## src/logic/pcmc_regs.vh

```
// Constants for the connection-management monitor counters
`ifndef PCMC_REGS_VH
`define PCMC_REGS_VH
// Line state codes
`define PCMC_LS_ALS 3'h0
`define PCMC_LS_ILS 3'h1
`define PCMC_LS_NSD 3'h2
`define PCMC_LS_ULS 3'h3
`define PCMC_LS_MLS 3'h4
`define PCMC_LS_HLS 3'h5
`define PCMC_LS_QLS 3'h6
`define PCMC_LS_NLS 3'h7
// Symbol codes, 4-bit with control flag
`define PCMC_SYM_V 4'h0
`define PCMC_SYM_H 4'h4
`define PCMC_SYM_T 4'h5
`define PCMC_SYM_R 4'h6
`define PCMC_SYM_S 4'h7
`define PCMC_SYM_I 4'ha
`define PCMC_SYM_J 4'hc
`define PCMC_SYM_K 4'hd
// Indicate codes sourced while scrubbing
`define PCMC_CODE_INVALID 8'h3b
`define PCMC_CODE_SCRUB 8'hb8
// Invalid symbol pairs before scrub pairs
`define PCMC_SCRUB_LEAD 2'h2
// Idle pairs for extended idle, plus one more pair
`define PCMC_IDLE_PAIRS 4'h8
`define PCMC_IDLE_EXTRA 4'h1
// Longest scrub time in microseconds and clock rate in MHz
`define PCMC_SCRUB_MAX_US 10000
`define PCMC_CLK_MHZ 100
`endif

```

## src/logic/pcmc_monitor.v

```verilog
// Scrub timer, extended idle, noise counter and link error monitor
`timescale 1ns/100ps
`include "pcmc_regs.vh"

module pcmc_monitor #(
  parameter NC_W = 16,
  parameter NP_W = 8,
  parameter LE_W = 16,
  parameter ST_W = 20,
  parameter CFG_W = 8,
  parameter [ST_W-1:0] SCRUB_RESET = 20'hf4240 // 10 ms at 100 MHz
) (
  // Clock and reset
  input wire REF_CLK_I,
  input wire RST_I,
  // Received byte stream
  input wire [2:0] LINE_STATE_I,
  input wire [3:0] SYM1_I,
  input wire [3:0] SYM2_I,
  input wire SYM1_CTL_I,
  input wire SYM2_CTL_I,
  input wire BYTE_VALID_I,
  input wire STUFFED_BYTE_I,
  input wire SIGNAL_DETECT_I,
  input wire CLOCK_DETECT_I,
  input wire [7:0] INDICATE_I,
  // Trigger and configuration
  input wire TRIGGER_MET_I,
  input wire TRIGGER_FLAG_CLR_I,
  input wire SCRUB_ON_TRIGGER_ENABLE_I,
  input wire [ST_W-1:0] SCRUB_TIME_THRESHOLD_I,
  input wire [CFG_W-1:0] TRIGGER_TRANSITION_CONFIG_I,
  input wire [CFG_W-1:0] CFG_WDATA_I,
  input wire CFG_WRITE_I,
  // Counter thresholds and reload strobes
  input wire [NC_W-1:0] NOISE_COUNT_THRESHOLD_I,
  input wire [NP_W-1:0] NOISE_PRESCALE_THRESHOLD_I,
  input wire [LE_W-1:0] LINK_ERROR_THRESHOLD_I,
  input wire LINK_ERROR_RELOAD_I,
  // Outputs
  output reg [7:0] INDICATE_O,
  output reg SCRUB_ACTIVE_O,
  output reg [7:0] SCRUB_TIME_SNAPSHOT_O,
  output reg TRIGGER_OCCURRED_FLAG_O,
  output reg [CFG_W-1:0] SWITCH_CONFIGURATION_REGISTER_O,
  output reg EXTENDED_IDLE_STATE_O,
  output reg [NC_W-1:0] NOISE_COUNT_SNAPSHOT_O,
  output reg [NP_W-1:0] NOISE_PRESCALE_SNAPSHOT_O,
  output reg NOISE_EXPIRED_O,
  output reg NOISE_EVENT_O,
  output reg [LE_W-1:0] LINK_ERROR_COUNT_SNAPSHOT_O,
  output reg LINK_ERROR_EVENT_O,
  output reg LINK_ERROR_EXHAUSTED_O
);

  // ----------------------------------------------------------------
  // Pin synchronisers for detect levels
  // ----------------------------------------------------------------
  reg sd_meta, sd_sync, cd_meta, cd_sync;
  // Detect pins come from the analog front end, so two flops each
  always @(posedge REF_CLK_I) begin
    sd_meta <= SIGNAL_DETECT_I;
    sd_sync <= sd_meta;
    cd_meta <= CLOCK_DETECT_I;
    cd_sync <= cd_meta;
  end

  // ----------------------------------------------------------------
  // Byte decode
  // ----------------------------------------------------------------
  reg [2:0] prev_line_state;
  reg [2:0] cur_ls;
  reg prev_ii;
  wire is_als = (LINE_STATE_I == `PCMC_LS_ALS);
  wire is_ils = (LINE_STATE_I == `PCMC_LS_ILS);
  wire is_uls = (LINE_STATE_I == `PCMC_LS_ULS);
  wire s1_i = SYM1_CTL_I && (SYM1_I == `PCMC_SYM_I);
  wire s2_i = SYM2_CTL_I && (SYM2_I == `PCMC_SYM_I);
  wire s1_h = SYM1_CTL_I && (SYM1_I == `PCMC_SYM_H);
  wire s2_h = SYM2_CTL_I && (SYM2_I == `PCMC_SYM_H);
  wire s1_v = SYM1_CTL_I && (SYM1_I == `PCMC_SYM_V);
  wire s2_v = SYM2_CTL_I && (SYM2_I == `PCMC_SYM_V);
  wire pair_ii = s1_i && s2_i;
  wire pair_jk = SYM1_CTL_I && SYM2_CTL_I && (SYM1_I == `PCMC_SYM_J) &&
                 (SYM2_I == `PCMC_SYM_K);
  wire pair_hh = s1_h && s2_h;
  wire pair_hi = s1_h && s2_i;
  // Symbol "A": data or R, S, T; "B": A or idle
  wire s1_a = !SYM1_CTL_I || (SYM1_I == `PCMC_SYM_R) || (SYM1_I == `PCMC_SYM_S) ||
              (SYM1_I == `PCMC_SYM_T);
  wire s2_b = !SYM2_CTL_I || (SYM2_I == `PCMC_SYM_R) || (SYM2_I == `PCMC_SYM_S) ||
              (SYM2_I == `PCMC_SYM_T) || (SYM2_I == `PCMC_SYM_I);
  wire pair_ab = s1_a && s2_b;
  wire has_t = (SYM1_CTL_I && SYM1_I == `PCMC_SYM_T) || (SYM2_CTL_I && SYM2_I == `PCMC_SYM_T);
  // Converted-data symbol shows as 0000 data in a mixed byte
  wire s1_n = !SYM1_CTL_I && (SYM1_I == 4'h0) && SYM2_CTL_I;
  wire s1_rst = SYM1_CTL_I && ((SYM1_I == `PCMC_SYM_R) || (SYM1_I == `PCMC_SYM_S) ||
                (SYM1_I == `PCMC_SYM_T));
  // State before this byte; the register only catches up one byte after a change
  wire [2:0] previous_line_state = (LINE_STATE_I != cur_ls) ? cur_ls : prev_line_state;
  // Unknown line state entered from active
  wire uls_from_als = is_uls && (previous_line_state == `PCMC_LS_ALS);
  // Invalid state per line state and history
  wire phy_invalid_state = (LINE_STATE_I == `PCMC_LS_HLS) || (LINE_STATE_I == `PCMC_LS_QLS) ||
    (LINE_STATE_I == `PCMC_LS_MLS) || (LINE_STATE_I == `PCMC_LS_NLS) ||
    (is_uls && ((previous_line_state == `PCMC_LS_ALS) || (previous_line_state == `PCMC_LS_ILS)));

  // Previous line state tracks the last state different from the current one
  always @(posedge REF_CLK_I) begin
    if (RST_I) begin
      cur_ls <= `PCMC_LS_QLS;
      prev_line_state <= `PCMC_LS_QLS;
      prev_ii <= 1'b0;
    end else if (BYTE_VALID_I) begin
      cur_ls <= LINE_STATE_I;
      if (LINE_STATE_I != cur_ls)
        prev_line_state <= cur_ls;
      prev_ii <= pair_ii;
    end
  end

  // ----------------------------------------------------------------
  // Trigger, configuration load and scrubbing
  // ----------------------------------------------------------------
  localparam SC_IDLE = 2'h0;
  localparam SC_LEAD = 2'h1;
  localparam SC_SCRUB = 2'h2;
  localparam SC_LOAD = 2'h3;
  reg [1:0] sc_state;
  reg [1:0] lead_cnt;
  reg [ST_W-1:0] scrub_timer;

  // Scrub sequencer; while scrubbing, the switch changes only after the scrub time ends
  always @(posedge REF_CLK_I) begin
    if (RST_I) begin
      sc_state <= SC_IDLE;
      lead_cnt <= 2'h0;
      scrub_timer <= SCRUB_RESET;
      TRIGGER_OCCURRED_FLAG_O <= 1'b0;
      SWITCH_CONFIGURATION_REGISTER_O <= {CFG_W{1'b0}};
      SCRUB_ACTIVE_O <= 1'b0;
      INDICATE_O <= 8'h00;
      SCRUB_TIME_SNAPSHOT_O <= 8'h00;
    end else begin
      // Set wins over a clear in the same cycle
      if (TRIGGER_MET_I)
        TRIGGER_OCCURRED_FLAG_O <= 1'b1;
      else if (TRIGGER_FLAG_CLR_I)
        TRIGGER_OCCURRED_FLAG_O <= 1'b0;
      SCRUB_TIME_SNAPSHOT_O <= scrub_timer[ST_W-1:ST_W-8];
      case (sc_state)
        SC_IDLE: begin
          SCRUB_ACTIVE_O <= 1'b0;
          INDICATE_O <= INDICATE_I;
          if (TRIGGER_MET_I && SCRUB_ON_TRIGGER_ENABLE_I) begin
            sc_state <= SC_LEAD;
            lead_cnt <= `PCMC_SCRUB_LEAD;
            scrub_timer <= SCRUB_TIME_THRESHOLD_I;
            SCRUB_ACTIVE_O <= 1'b1;
            INDICATE_O <= `PCMC_CODE_INVALID;
          end else if (TRIGGER_MET_I) begin
            sc_state <= SC_LOAD;
          end else if (CFG_WRITE_I) begin
            SWITCH_CONFIGURATION_REGISTER_O <= CFG_WDATA_I;
          end
        end
        SC_LEAD: begin
          // Two invalid symbols, sent one per clock cycle whatever the byte valid
          if (lead_cnt > 2'h1) begin
            lead_cnt <= lead_cnt - 2'h1;
            INDICATE_O <= `PCMC_CODE_INVALID;
          end else begin
            sc_state <= SC_SCRUB;
            INDICATE_O <= `PCMC_CODE_SCRUB;
          end
        end
        SC_SCRUB: begin
          INDICATE_O <= `PCMC_CODE_SCRUB;
          if (scrub_timer == {ST_W{1'b0}})
            sc_state <= SC_LOAD;
          else
            scrub_timer <= scrub_timer - {{(ST_W-1){1'b0}}, 1'b1};
        end
        SC_LOAD: begin
          // Software writes are dropped while the load happens
          SWITCH_CONFIGURATION_REGISTER_O <= TRIGGER_TRANSITION_CONFIG_I;
          SCRUB_ACTIVE_O <= 1'b0;
          INDICATE_O <= INDICATE_I;
          sc_state <= SC_IDLE;
        end
        default: sc_state <= SC_IDLE;
      endcase
    end
  end

  // ----------------------------------------------------------------
  // Extended idle detection
  // ----------------------------------------------------------------
  reg [3:0] idle_cnt;
  // Counts idle pairs up to eight plus one extra; asserts on the pair after that, the tenth
  always @(posedge REF_CLK_I) begin
    if (RST_I) begin
      idle_cnt <= 4'h0;
      EXTENDED_IDLE_STATE_O <= 1'b0;
    end else if (BYTE_VALID_I) begin
      if (!(is_ils && pair_ii)) begin
        idle_cnt <= 4'h0;
        EXTENDED_IDLE_STATE_O <= 1'b0;
      end else if (idle_cnt < (`PCMC_IDLE_PAIRS + `PCMC_IDLE_EXTRA)) begin
        idle_cnt <= idle_cnt + 4'h1;
      end else begin
        EXTENDED_IDLE_STATE_O <= 1'b1;
      end
    end
  end

  // ----------------------------------------------------------------
  // Noise event counter
  // ----------------------------------------------------------------
  reg [NC_W-1:0] noise_cnt;
  reg [NP_W-1:0] noise_pre;
  wire ls_reload = (LINE_STATE_I == `PCMC_LS_HLS) || is_ils || (LINE_STATE_I == `PCMC_LS_MLS) ||
                   (LINE_STATE_I == `PCMC_LS_QLS) || (LINE_STATE_I == `PCMC_LS_NSD) ||
                   !sd_sync;
  wire delim = pair_jk || has_t;
  wire ls_count = (LINE_STATE_I == `PCMC_LS_NLS) || is_uls || is_als;
  // Three noise byte cases
  wire noise_event = (sd_sync && !cd_sync) ||
                     (sd_sync && cd_sync && phy_invalid_state && !(pair_ii || pair_jk || pair_ab)) ||
                     (sd_sync && cd_sync && !phy_invalid_state && prev_ii && pair_ab);

  // Prescaler underflow steps the main count, so period is product
  always @(posedge REF_CLK_I) begin
    if (RST_I) begin
      noise_cnt <= {NC_W{1'b0}};
      noise_pre <= {NP_W{1'b0}};
      NOISE_EXPIRED_O <= 1'b0;
      NOISE_EVENT_O <= 1'b0;
      NOISE_COUNT_SNAPSHOT_O <= {NC_W{1'b0}};
      NOISE_PRESCALE_SNAPSHOT_O <= {NP_W{1'b0}};
    end else begin
      NOISE_EVENT_O <= BYTE_VALID_I && noise_event;
      NOISE_COUNT_SNAPSHOT_O <= noise_cnt;
      NOISE_PRESCALE_SNAPSHOT_O <= noise_pre;
      if (BYTE_VALID_I) begin
        if (ls_reload || delim) begin
          noise_cnt <= NOISE_COUNT_THRESHOLD_I;
          noise_pre <= NOISE_PRESCALE_THRESHOLD_I;
          NOISE_EXPIRED_O <= 1'b0;
        end else if (ls_count && !NOISE_EXPIRED_O) begin
          if (noise_pre != {NP_W{1'b0}}) begin
            noise_pre <= noise_pre - {{(NP_W-1){1'b0}}, 1'b1};
          end else begin
            noise_pre <= NOISE_PRESCALE_THRESHOLD_I;
            if (noise_cnt == {NC_W{1'b0}})
              NOISE_EXPIRED_O <= 1'b1;
            else
              noise_cnt <= noise_cnt - {{(NC_W-1){1'b0}}, 1'b1};
          end
        end
      end
    end
  end

  // ----------------------------------------------------------------
  // Link error monitor
  // ----------------------------------------------------------------
  reg link_error_flag;
  reg [LE_W-1:0] le_cnt;
  // Unknown-after-active term skips stuffed bytes
  wire uls_term = uls_from_als && link_error_flag && !STUFFED_BYTE_I &&
                  !(pair_hh || pair_hi || pair_ii || pair_jk);
  // Active and idle state error terms
  wire le_event = (is_als && ((s1_i && !s2_i) || s1_v || s2_v || (s1_h && !s2_h) || !sd_sync)) ||
                  (is_ils && (!(pair_ii || pair_jk) || !sd_sync)) || uls_term;
  wire flag_set = is_als && s2_h && (s1_h || s1_n || s1_rst);
  wire flag_clr = ((is_als || is_ils) && pair_jk) || uls_term;

  // Counter sticks at zero and reports exhaustion until reload
  always @(posedge REF_CLK_I) begin
    if (RST_I) begin
      link_error_flag <= 1'b0;
      le_cnt <= {LE_W{1'b0}};
      LINK_ERROR_EVENT_O <= 1'b0;
      LINK_ERROR_EXHAUSTED_O <= 1'b0;
      LINK_ERROR_COUNT_SNAPSHOT_O <= {LE_W{1'b0}};
    end else begin
      LINK_ERROR_EVENT_O <= BYTE_VALID_I && le_event;
      LINK_ERROR_COUNT_SNAPSHOT_O <= le_cnt;
      if (BYTE_VALID_I && flag_set)
        link_error_flag <= 1'b1;
      else if (BYTE_VALID_I && flag_clr)
        link_error_flag <= 1'b0;
      if (LINK_ERROR_RELOAD_I) begin
        le_cnt <= LINK_ERROR_THRESHOLD_I;
        LINK_ERROR_EXHAUSTED_O <= 1'b0;
      end else if (BYTE_VALID_I && le_event) begin
        if (le_cnt == {LE_W{1'b0}})
          LINK_ERROR_EXHAUSTED_O <= 1'b1;
        else
          le_cnt <= le_cnt - {{(LE_W-1){1'b0}}, 1'b1};
      end
    end
  end

endmodule // pcmc_monitor

```

## config.mk

```make
export PLATFORM = sky130hd
export DESIGN_NAME = pcmc_monitor
export DESIGN_NICKNAME = d
export VERILOG_FILES = /design/src/logic/pcmc_monitor.v
export VERILOG_INCLUDE_DIRS = /design/src /design/src/logic
export SDC_FILE = /design/constraint.sdc
export NUM_CORES = 1
export LEC_CHECK = 0
export ABC_CLOCK_PERIOD_IN_PS = 2400
export BUFFER_PORTS_ARGS = -buffer_cell sky130_fd_sc_hd__buf_2
export CAP_MARGIN = 30
export CORE_MARGIN = 10
export CORE_UTILIZATION = 45
export DETAILED_ROUTE_END_ITERATION = 7
export GPL_ROUTABILITY_DRIVEN = 0
export PLACE_DENSITY = 0.72
export SKIP_LAST_GASP = 1
export SLEW_MARGIN = 20
export SYNTH_ARGS = -nofsm -noshare
export SYNTH_HDL_FRONTEND = slang
export SYNTH_SLANG_ARGS = --single-unit
```

## constraint.sdc

```tcl
create_clock -name REF_CLK_I -period 2.4 [get_ports REF_CLK_I]
set_clock_uncertainty 0.15 [all_clocks]
set_input_delay 0.24 -clock REF_CLK_I [delete_from_list [all_inputs] [get_ports REF_CLK_I]]
set_output_delay 0.24 -clock REF_CLK_I [all_outputs]
set_load 0.02 [all_outputs]
```

==> results_dict.tcl, run 1 <==
set metrics [dict create \
    status "complete, no violations" \
    seqPwrFrac 0.360 \
    dp.cells 1295 \
    period_share 0.9636 \
    tns_ps 0 \
    ys_seq_area_frac 0.4140 \
    rsz0062_at_grt "yes" \
    path_max_fanout 7 \
    core_um2 15890 \
    synth.avg_cell_area_um2 8.270 \
    clockBufferDepth 2 \
    yosysWarnings 0 \
    die_area_um2 21720 \
    hpwl_mm 15.89 \
    overflow 0 \
    synth.top_cell.area_share 0.4140 \
    grt_pass1_vias 7506 \
    synth-main-ff-cell "dfxtp_1" \
    antenna_found_initial 0 \
    power_leakage_nw 4.257 \
    dieHeight_um 147.4 \
    rows 46 \
    setup_viol 0 \
    clock_tree.root_cell "clkbuf_16" \
    grt_usage 0.2048 \
    synth_cells 883 \
    internal_power_mw 5.774 \
    end_kind "flip-flop" \
    vias 7670 \
    crit_required_ps 2550 \
    swShare 0.3440 \
    totalWireLength_mm 22.82 \
    comb_power_share 0.328 \
    min_period_ps 2313 \
    maxSlewHeadroom 0.4894 \
    drive_gt1_frac 0.2721 \
    drtIter0Drc 448 \
    power.switching_mw 3.028 \
    grt_pass1_wl_mm 37.42 \
    hold_viol 0 \
    worst_pin_slew_ps 762.6 \
    tritoncts "yes" \
    clk_pin_slew_ps 70 \
    maxCapViolations 0 \
    grt_max_degree 53 \
    synth_edf_count 0 \
    cp.arrival_ps 2460 \
    ios 179 \
    numPortBuffers 178 \
    synth_area_um2 7302 \
    cp-start-kind "flip-flop" \
    initial_core_util 0.4597 \
    synth-seq-cells 151 \
    path_class "flip-flop to flip-flop" \
    nNetsFinal 1272 \
    syn2layout_area_growth_pct 37.95 \
    wl_per_cell_um 16.51 \
    die_w_um 147.4 \
    finalNonFillerCells 1382 \
    cts_buffers 17 \
    clk_latency_ps 430 \
    via_per_inst 5.550 \
    power.clock.fraction 0.312 \
    final_antenna_net_count 0 \
    yosys-top-cells-area "dfxtp_1 41%, a21oi_1 4.9%, nor2_1 4.5%" \
    async_reset_ff_frac 0 \
    dr.pass1.iters 5 \
    yosysTopAreaCell "dfxtp_1" \
    h-tree-depth 4 \
    p_per_area_nw_per_um2 873.8 \
    clock.fmax_mhz 432.4 \
    ir_drop_uv 496.1 \
    drcViolationCount 0 \
    syn_nets 1003 \
    hold_path.class "primary input to flip-flop" \
    report.final.slew_viol_count 0 \
    yosys.cell_types.count 71 \
    cts_num_sinks 151 \
]
-- worst max-delay path, stage by stage (launching register included) --
cell      delay, ps
dfxtp_1         340
or4_1           620
nor4_4          260
buf_4           210
a311oi_2        180
and4_1          260
a21oi_1         100
o21ai_0          80
-- through the flow --
step	worst slack (ps)	hold slack [ps]	utilization	power, mW	area, um^2
final	87.36	9.717	0.6341	8.802	10070
after global routing	-10.26	35.05	0.6340	9.315	10070
after CTS	0.8324	0.4624	0.6274	8.726	9966
after detailed placement	-15.44	163.5	0.5562	5.896	8836
after global placement	18.84	163.7	0.5562	5.850	8836
after floorplan	-46.95	117.7	-	4.958	7323
-- cells in the mapped netlist (14+ instances only) --
cell type and n:
dfxtp_1 151, nor2_1 87, nand2_1 79, a21oi_1 71, o21ai_0 59, nor2b_1 43
clkbuf_1 35, inv_1 35, nor3_1 32, nand3_1 26, o211ai_1 24, a211oi_1 21
mux2i_1 14
-- kinds of logic (layout without fill, tap and decap cells) --
kind of cell	after synthesis	after routing	synth area share
flops	151	151	0.4140
compound gates	267	267	0.2440
mux	15	15	0.02073
other cells	0	1	0
simple gates	350	350	0.2519
fa+ha+maj	12	12	0.02056
xor+xnor	3	3	0.003599
buf+inv	85	367	0.04524
-- layer usage --
| metal | track usage | vias up | part of all wire |
|---|---|---|---|
| met5 | 0 | - | 0 |
| met4 | 0.07037 | 0 | 0.016 |
| met3 | 0.05678 | 31 | 0.069 |
| met2 | 0.3312 | 269 | 0.47 |
| met1 | 0.2569 | 3569 | 0.45 |
| li1 | - | 3801 | - |
-- layout by cell type, fill, tap and decap left out, types with 5 or more instances in the layout --
cell type	netlist	layout
buf_4	0	63
mux2i_1	14	14
a32oi_1	7	7
dlygate4sd3_1	0	52
nor3_1	32	31
nand2_1	79	79
inv_1	35	33
or4_1	8	7
nor2_1	87	87
nor4_1	7	6
o21ai_0	59	54
and3_1	10	10
and2_1	8	8
o2bb2ai_1	5	5
nor2b_1	43	43
clkbuf_16	0	17
o31ai_1	6	6
buf_2	9	177
ha_1	12	10
a21oi_1	71	70
or3_1	8	7
a211oi_1	21	20
nand3_1	26	24
nand2b_1	5	5
dfxtp_1	151	148
o22ai_1	6	6
o221ai_1	7	7
a22oi_1	6	6
clkinv_4	0	5
o211ai_1	24	24
-- area by class of cell --
cell class | count | area, um^2
repair buffers | 298 | 1982
flip-flops and latches | 151 | 3027
multi-input cells | 647 | 4046
diodes | 1 | 2.502
inverters | 37 | 138.9
fillers | 1401 | 5812
clock inverters | 14 | 177.7
clock buffers | 18 | 429.2
well taps | 216 | 270.3
-- sequential cells by signal, indices dropped and copies added, names as in the netlist, 3 cells and up --
name                             flops
cur_ls                               3
noise_cnt                           16
NOISE_PRESCALE_SNAPSHOT_O            8
le_cnt                              16
scrub_timer                         20
prev_line_state                      3
SCRUB_TIME_SNAPSHOT_O                8
INDICATE_O                           8
SWITCH_CONFIGURATION_REGISTER_O      8
noise_pre                            8
idle_cnt                             4
NOISE_COUNT_SNAPSHOT_O              16
LINK_ERROR_COUNT_SNAPSHOT_O         16
-- what timing repair did --
item	in CTS	in global routing
endpoints found under the setup margin	3	26
resized for setup	1	25
setup buffers	0	2
cloned	0	0
hold buffers	52	0
pin swaps	0	6
endpoints found under the hold margin	48	0
-- worst paths after layout --
| check | startpoint | endpoint | slack [ps] | cells past startpoint |
|---|---|---|---|---|
| min reg2reg | sd_meta | sd_sync | 180 | 0 |
| max | noise_cnt[8] | noise_cnt[15] | 90 | 7 |
| min | LINK_ERROR_THRESHOLD_I[6] | le_cnt[6] | 10 | 3 |
| max reg2reg | noise_cnt[8] | noise_cnt[15] | 90 | 7 |
-- power by group through the flow --
stage               logic [mW]  registers, mW  clock network [mW]
floorplan                 1.61           3.35                   0
global placement          2.66           3.19                   0
detailed placement        2.70           3.20                   0
CTS                       2.79           3.15                2.79
global route              3.21           3.21                2.89
finish                    2.89           3.17                2.74
Power figures use the tool's default switching activity.
==> run 2, diff against run 1 <==
- CELL_PAD_IN_SITES_DETAIL_PLACEMENT: not set -> 0
- CELL_PAD_IN_SITES_GLOBAL_PLACEMENT: not set -> 1
- CORE_UTILIZATION: 45 -> 35
- PLACE_DENSITY: 0.72 -> 0.75
==> results_dict.tcl, run 2 (synthesis results as in run 1) <==
set metrics [dict create \
    wl_per_cell_um 16.23 \
    overflow 0 \
    crit_required_ps 2560 \
    dp.cells 1369 \
    multi_input_area_um2 4026 \
    finalNonFillerCells 1451 \
    holdPathStages 3 \
    grt_pass1_vias 7579 \
    report.final.slew_viol_count 0 \
    h-tree-depth 4 \
    hold_viol 0 \
    ios 179 \
    slowest_delay_ps 580 \
    drcViolationCount 0 \
    initial_core_util 0.3586 \
    hold_path.class "primary input to flip-flop" \
    critPathSlowestCell "or4_1" \
    clock_tree.root_cell "clkbuf_16" \
    status "complete, no violations" \
    crit_chain "or4_1, nor4b_4, a31oi_2, or3_4, o311a_1" \
    clk_pin_slew_ps 60 \
    ir_drop_uv 431.6 \
    cp.arrival_ps 2520 \
    reg2regPathDepth 5 \
    antenna_found_initial 2 \
    path_class "flip-flop to flip-flop" \
    drive_gt1_frac 0.2850 \
    critPathBufInv 0 \
    dieHeight_um 164.4 \
    critical-path-top-delay-family "simple AND/OR/NAND/NOR gates" \
    syn2layout_area_growth_pct 39.94 \
    end_kind "flip-flop" \
    clock.fmax_mhz 423.3 \
    final_antenna_net_count 0 \
    nFillCells 2011 \
    cp-start-kind "flip-flop" \
    grt_usage 0.1710 \
    worst_pin_slew_ps 636.9 \
    path_max_fanout 3 \
    via_per_inst 5.201 \
    cts_buffers 17 \
    die_area_um2 27040 \
    rsz0062_at_grt "yes" \
    grt_max_degree 49 \
    power_leakage_nw 4.346 \
    core_um2 20360 \
    maxSlewHeadroom 0.5739 \
    min_period_ps 2363 \
    cp.depth 5 \
    layout_common_cells "177 x buf_2, 149 x dfxtp_1, 87 x nor2_1" \
    register_area_um2 3025 \
    tritoncts "yes" \
    largest_register_ffs 20 \
    layout.cells.most_common "buf_2" \
    clk_latency_ps 430 \
    clockBufferDepth 2 \
    p_per_area_nw_per_um2 875.2 \
    numPortBuffers 178 \
    setup_viol 0 \
    nNetsFinal 1286 \
    cts_num_sinks 151 \
    final_util 0.5018 \
    totalWireLength_mm 23.55 \
    period_share 0.9844 \
    rows 52 \
    dr.pass1.iters 4 \
    hpwl_mm 17.28 \
    vias 7546 \
    die_w_um 164.4 \
    drtIter0Drc 387 \
    maxCapViolations 0 \
    grt_pass1_wl_mm 38.23 \
    largest_register "scrub_timer" \
]
[run 2: changes by cell type in the layout (fill, tap and decap cells not counted), sizes merged]
cell,change
buf,+22
dlygate4sd3,-8
inv,+5
clkinv,-3
clkinvlp,-2
diode,+1
[run 2: per-stage QoR]
stage	hold slack [ps]	cell area, um^2	power [mW]	worst slack (ps)	TNS (ps)
after global placement	163.4	9041	5.948	-11.18	-18.74
after detailed placement	162.1	9041	5.969	-42.51	-231.9
final	6.536	10220	8.943	37.39	0
after floorplan	117.7	7323	4.958	-46.95	-102.5
after CTS	1.475	10140	8.934	-17.72	-55.81
after global routing	14.84	10220	9.518	-30.96	-174.2
[run 2: cell type report]
cell class                 count  share of cell area
multi-input combinational    647              0.3940
sequential                   151              0.2961
timing repair buffer         312              0.2014
clock buffer                  18             0.04298
tap                          270             0.03306
clock inverter                14             0.01837
inverter                      37             0.01359
antenna                        2           0.0004898
[run 2: power by group]
part / internal [mW] / switching (mW)
Combinational: 1.29 / 1.64
Sequential: 2.88 / 0.262
Clock: 1.70 / 1.18
[run 2: worst reg2reg max path, cell delays in order (launching register included)]
cell and delay [ps]:
dfxtp_1 310, or4_1 580, nor4b_4 390, a31oi_2 160, or3_4 370, o311a_1 290
[run 2: worst paths after layout]
kind | startpoint | end | slack (ps)
worst min-delay path | CFG_WDATA_I[5] | SWITCH_CONFIGURATION_REGISTER_O[5] | 7
worst max-delay path | scrub_timer[10] | sc_state[1] | 40
worst min register to register | sd_meta | sd_sync | 180
worst max register to register | scrub_timer[10] | sc_state[1] | 40
[run 2: routing by layer]
layer | GRT usage | vias to the layer above | share of wire
met5 | 0 | - | 0
met4 | 0.03744 | 0 | 0.0076
met3 | 0.04282 | 14 | 0.058
met2 | 0.2880 | 167 | 0.48
met1 | 0.2162 | 3536 | 0.45
li1 | - | 3829 | -
[run 2: what timing repair did]
| item | 4_1_cts | 5_1_grt |
|---|---|---|
| hold endpoints to repair | 43 | 0 |
| hold buffers | 44 | 0 |
| endpoints found under the setup margin | 8 | 37 |
| resized for setup | 5 | 15 |
| buffers inserted | 1 | 3 |
| pin swaps | 3 | 5 |
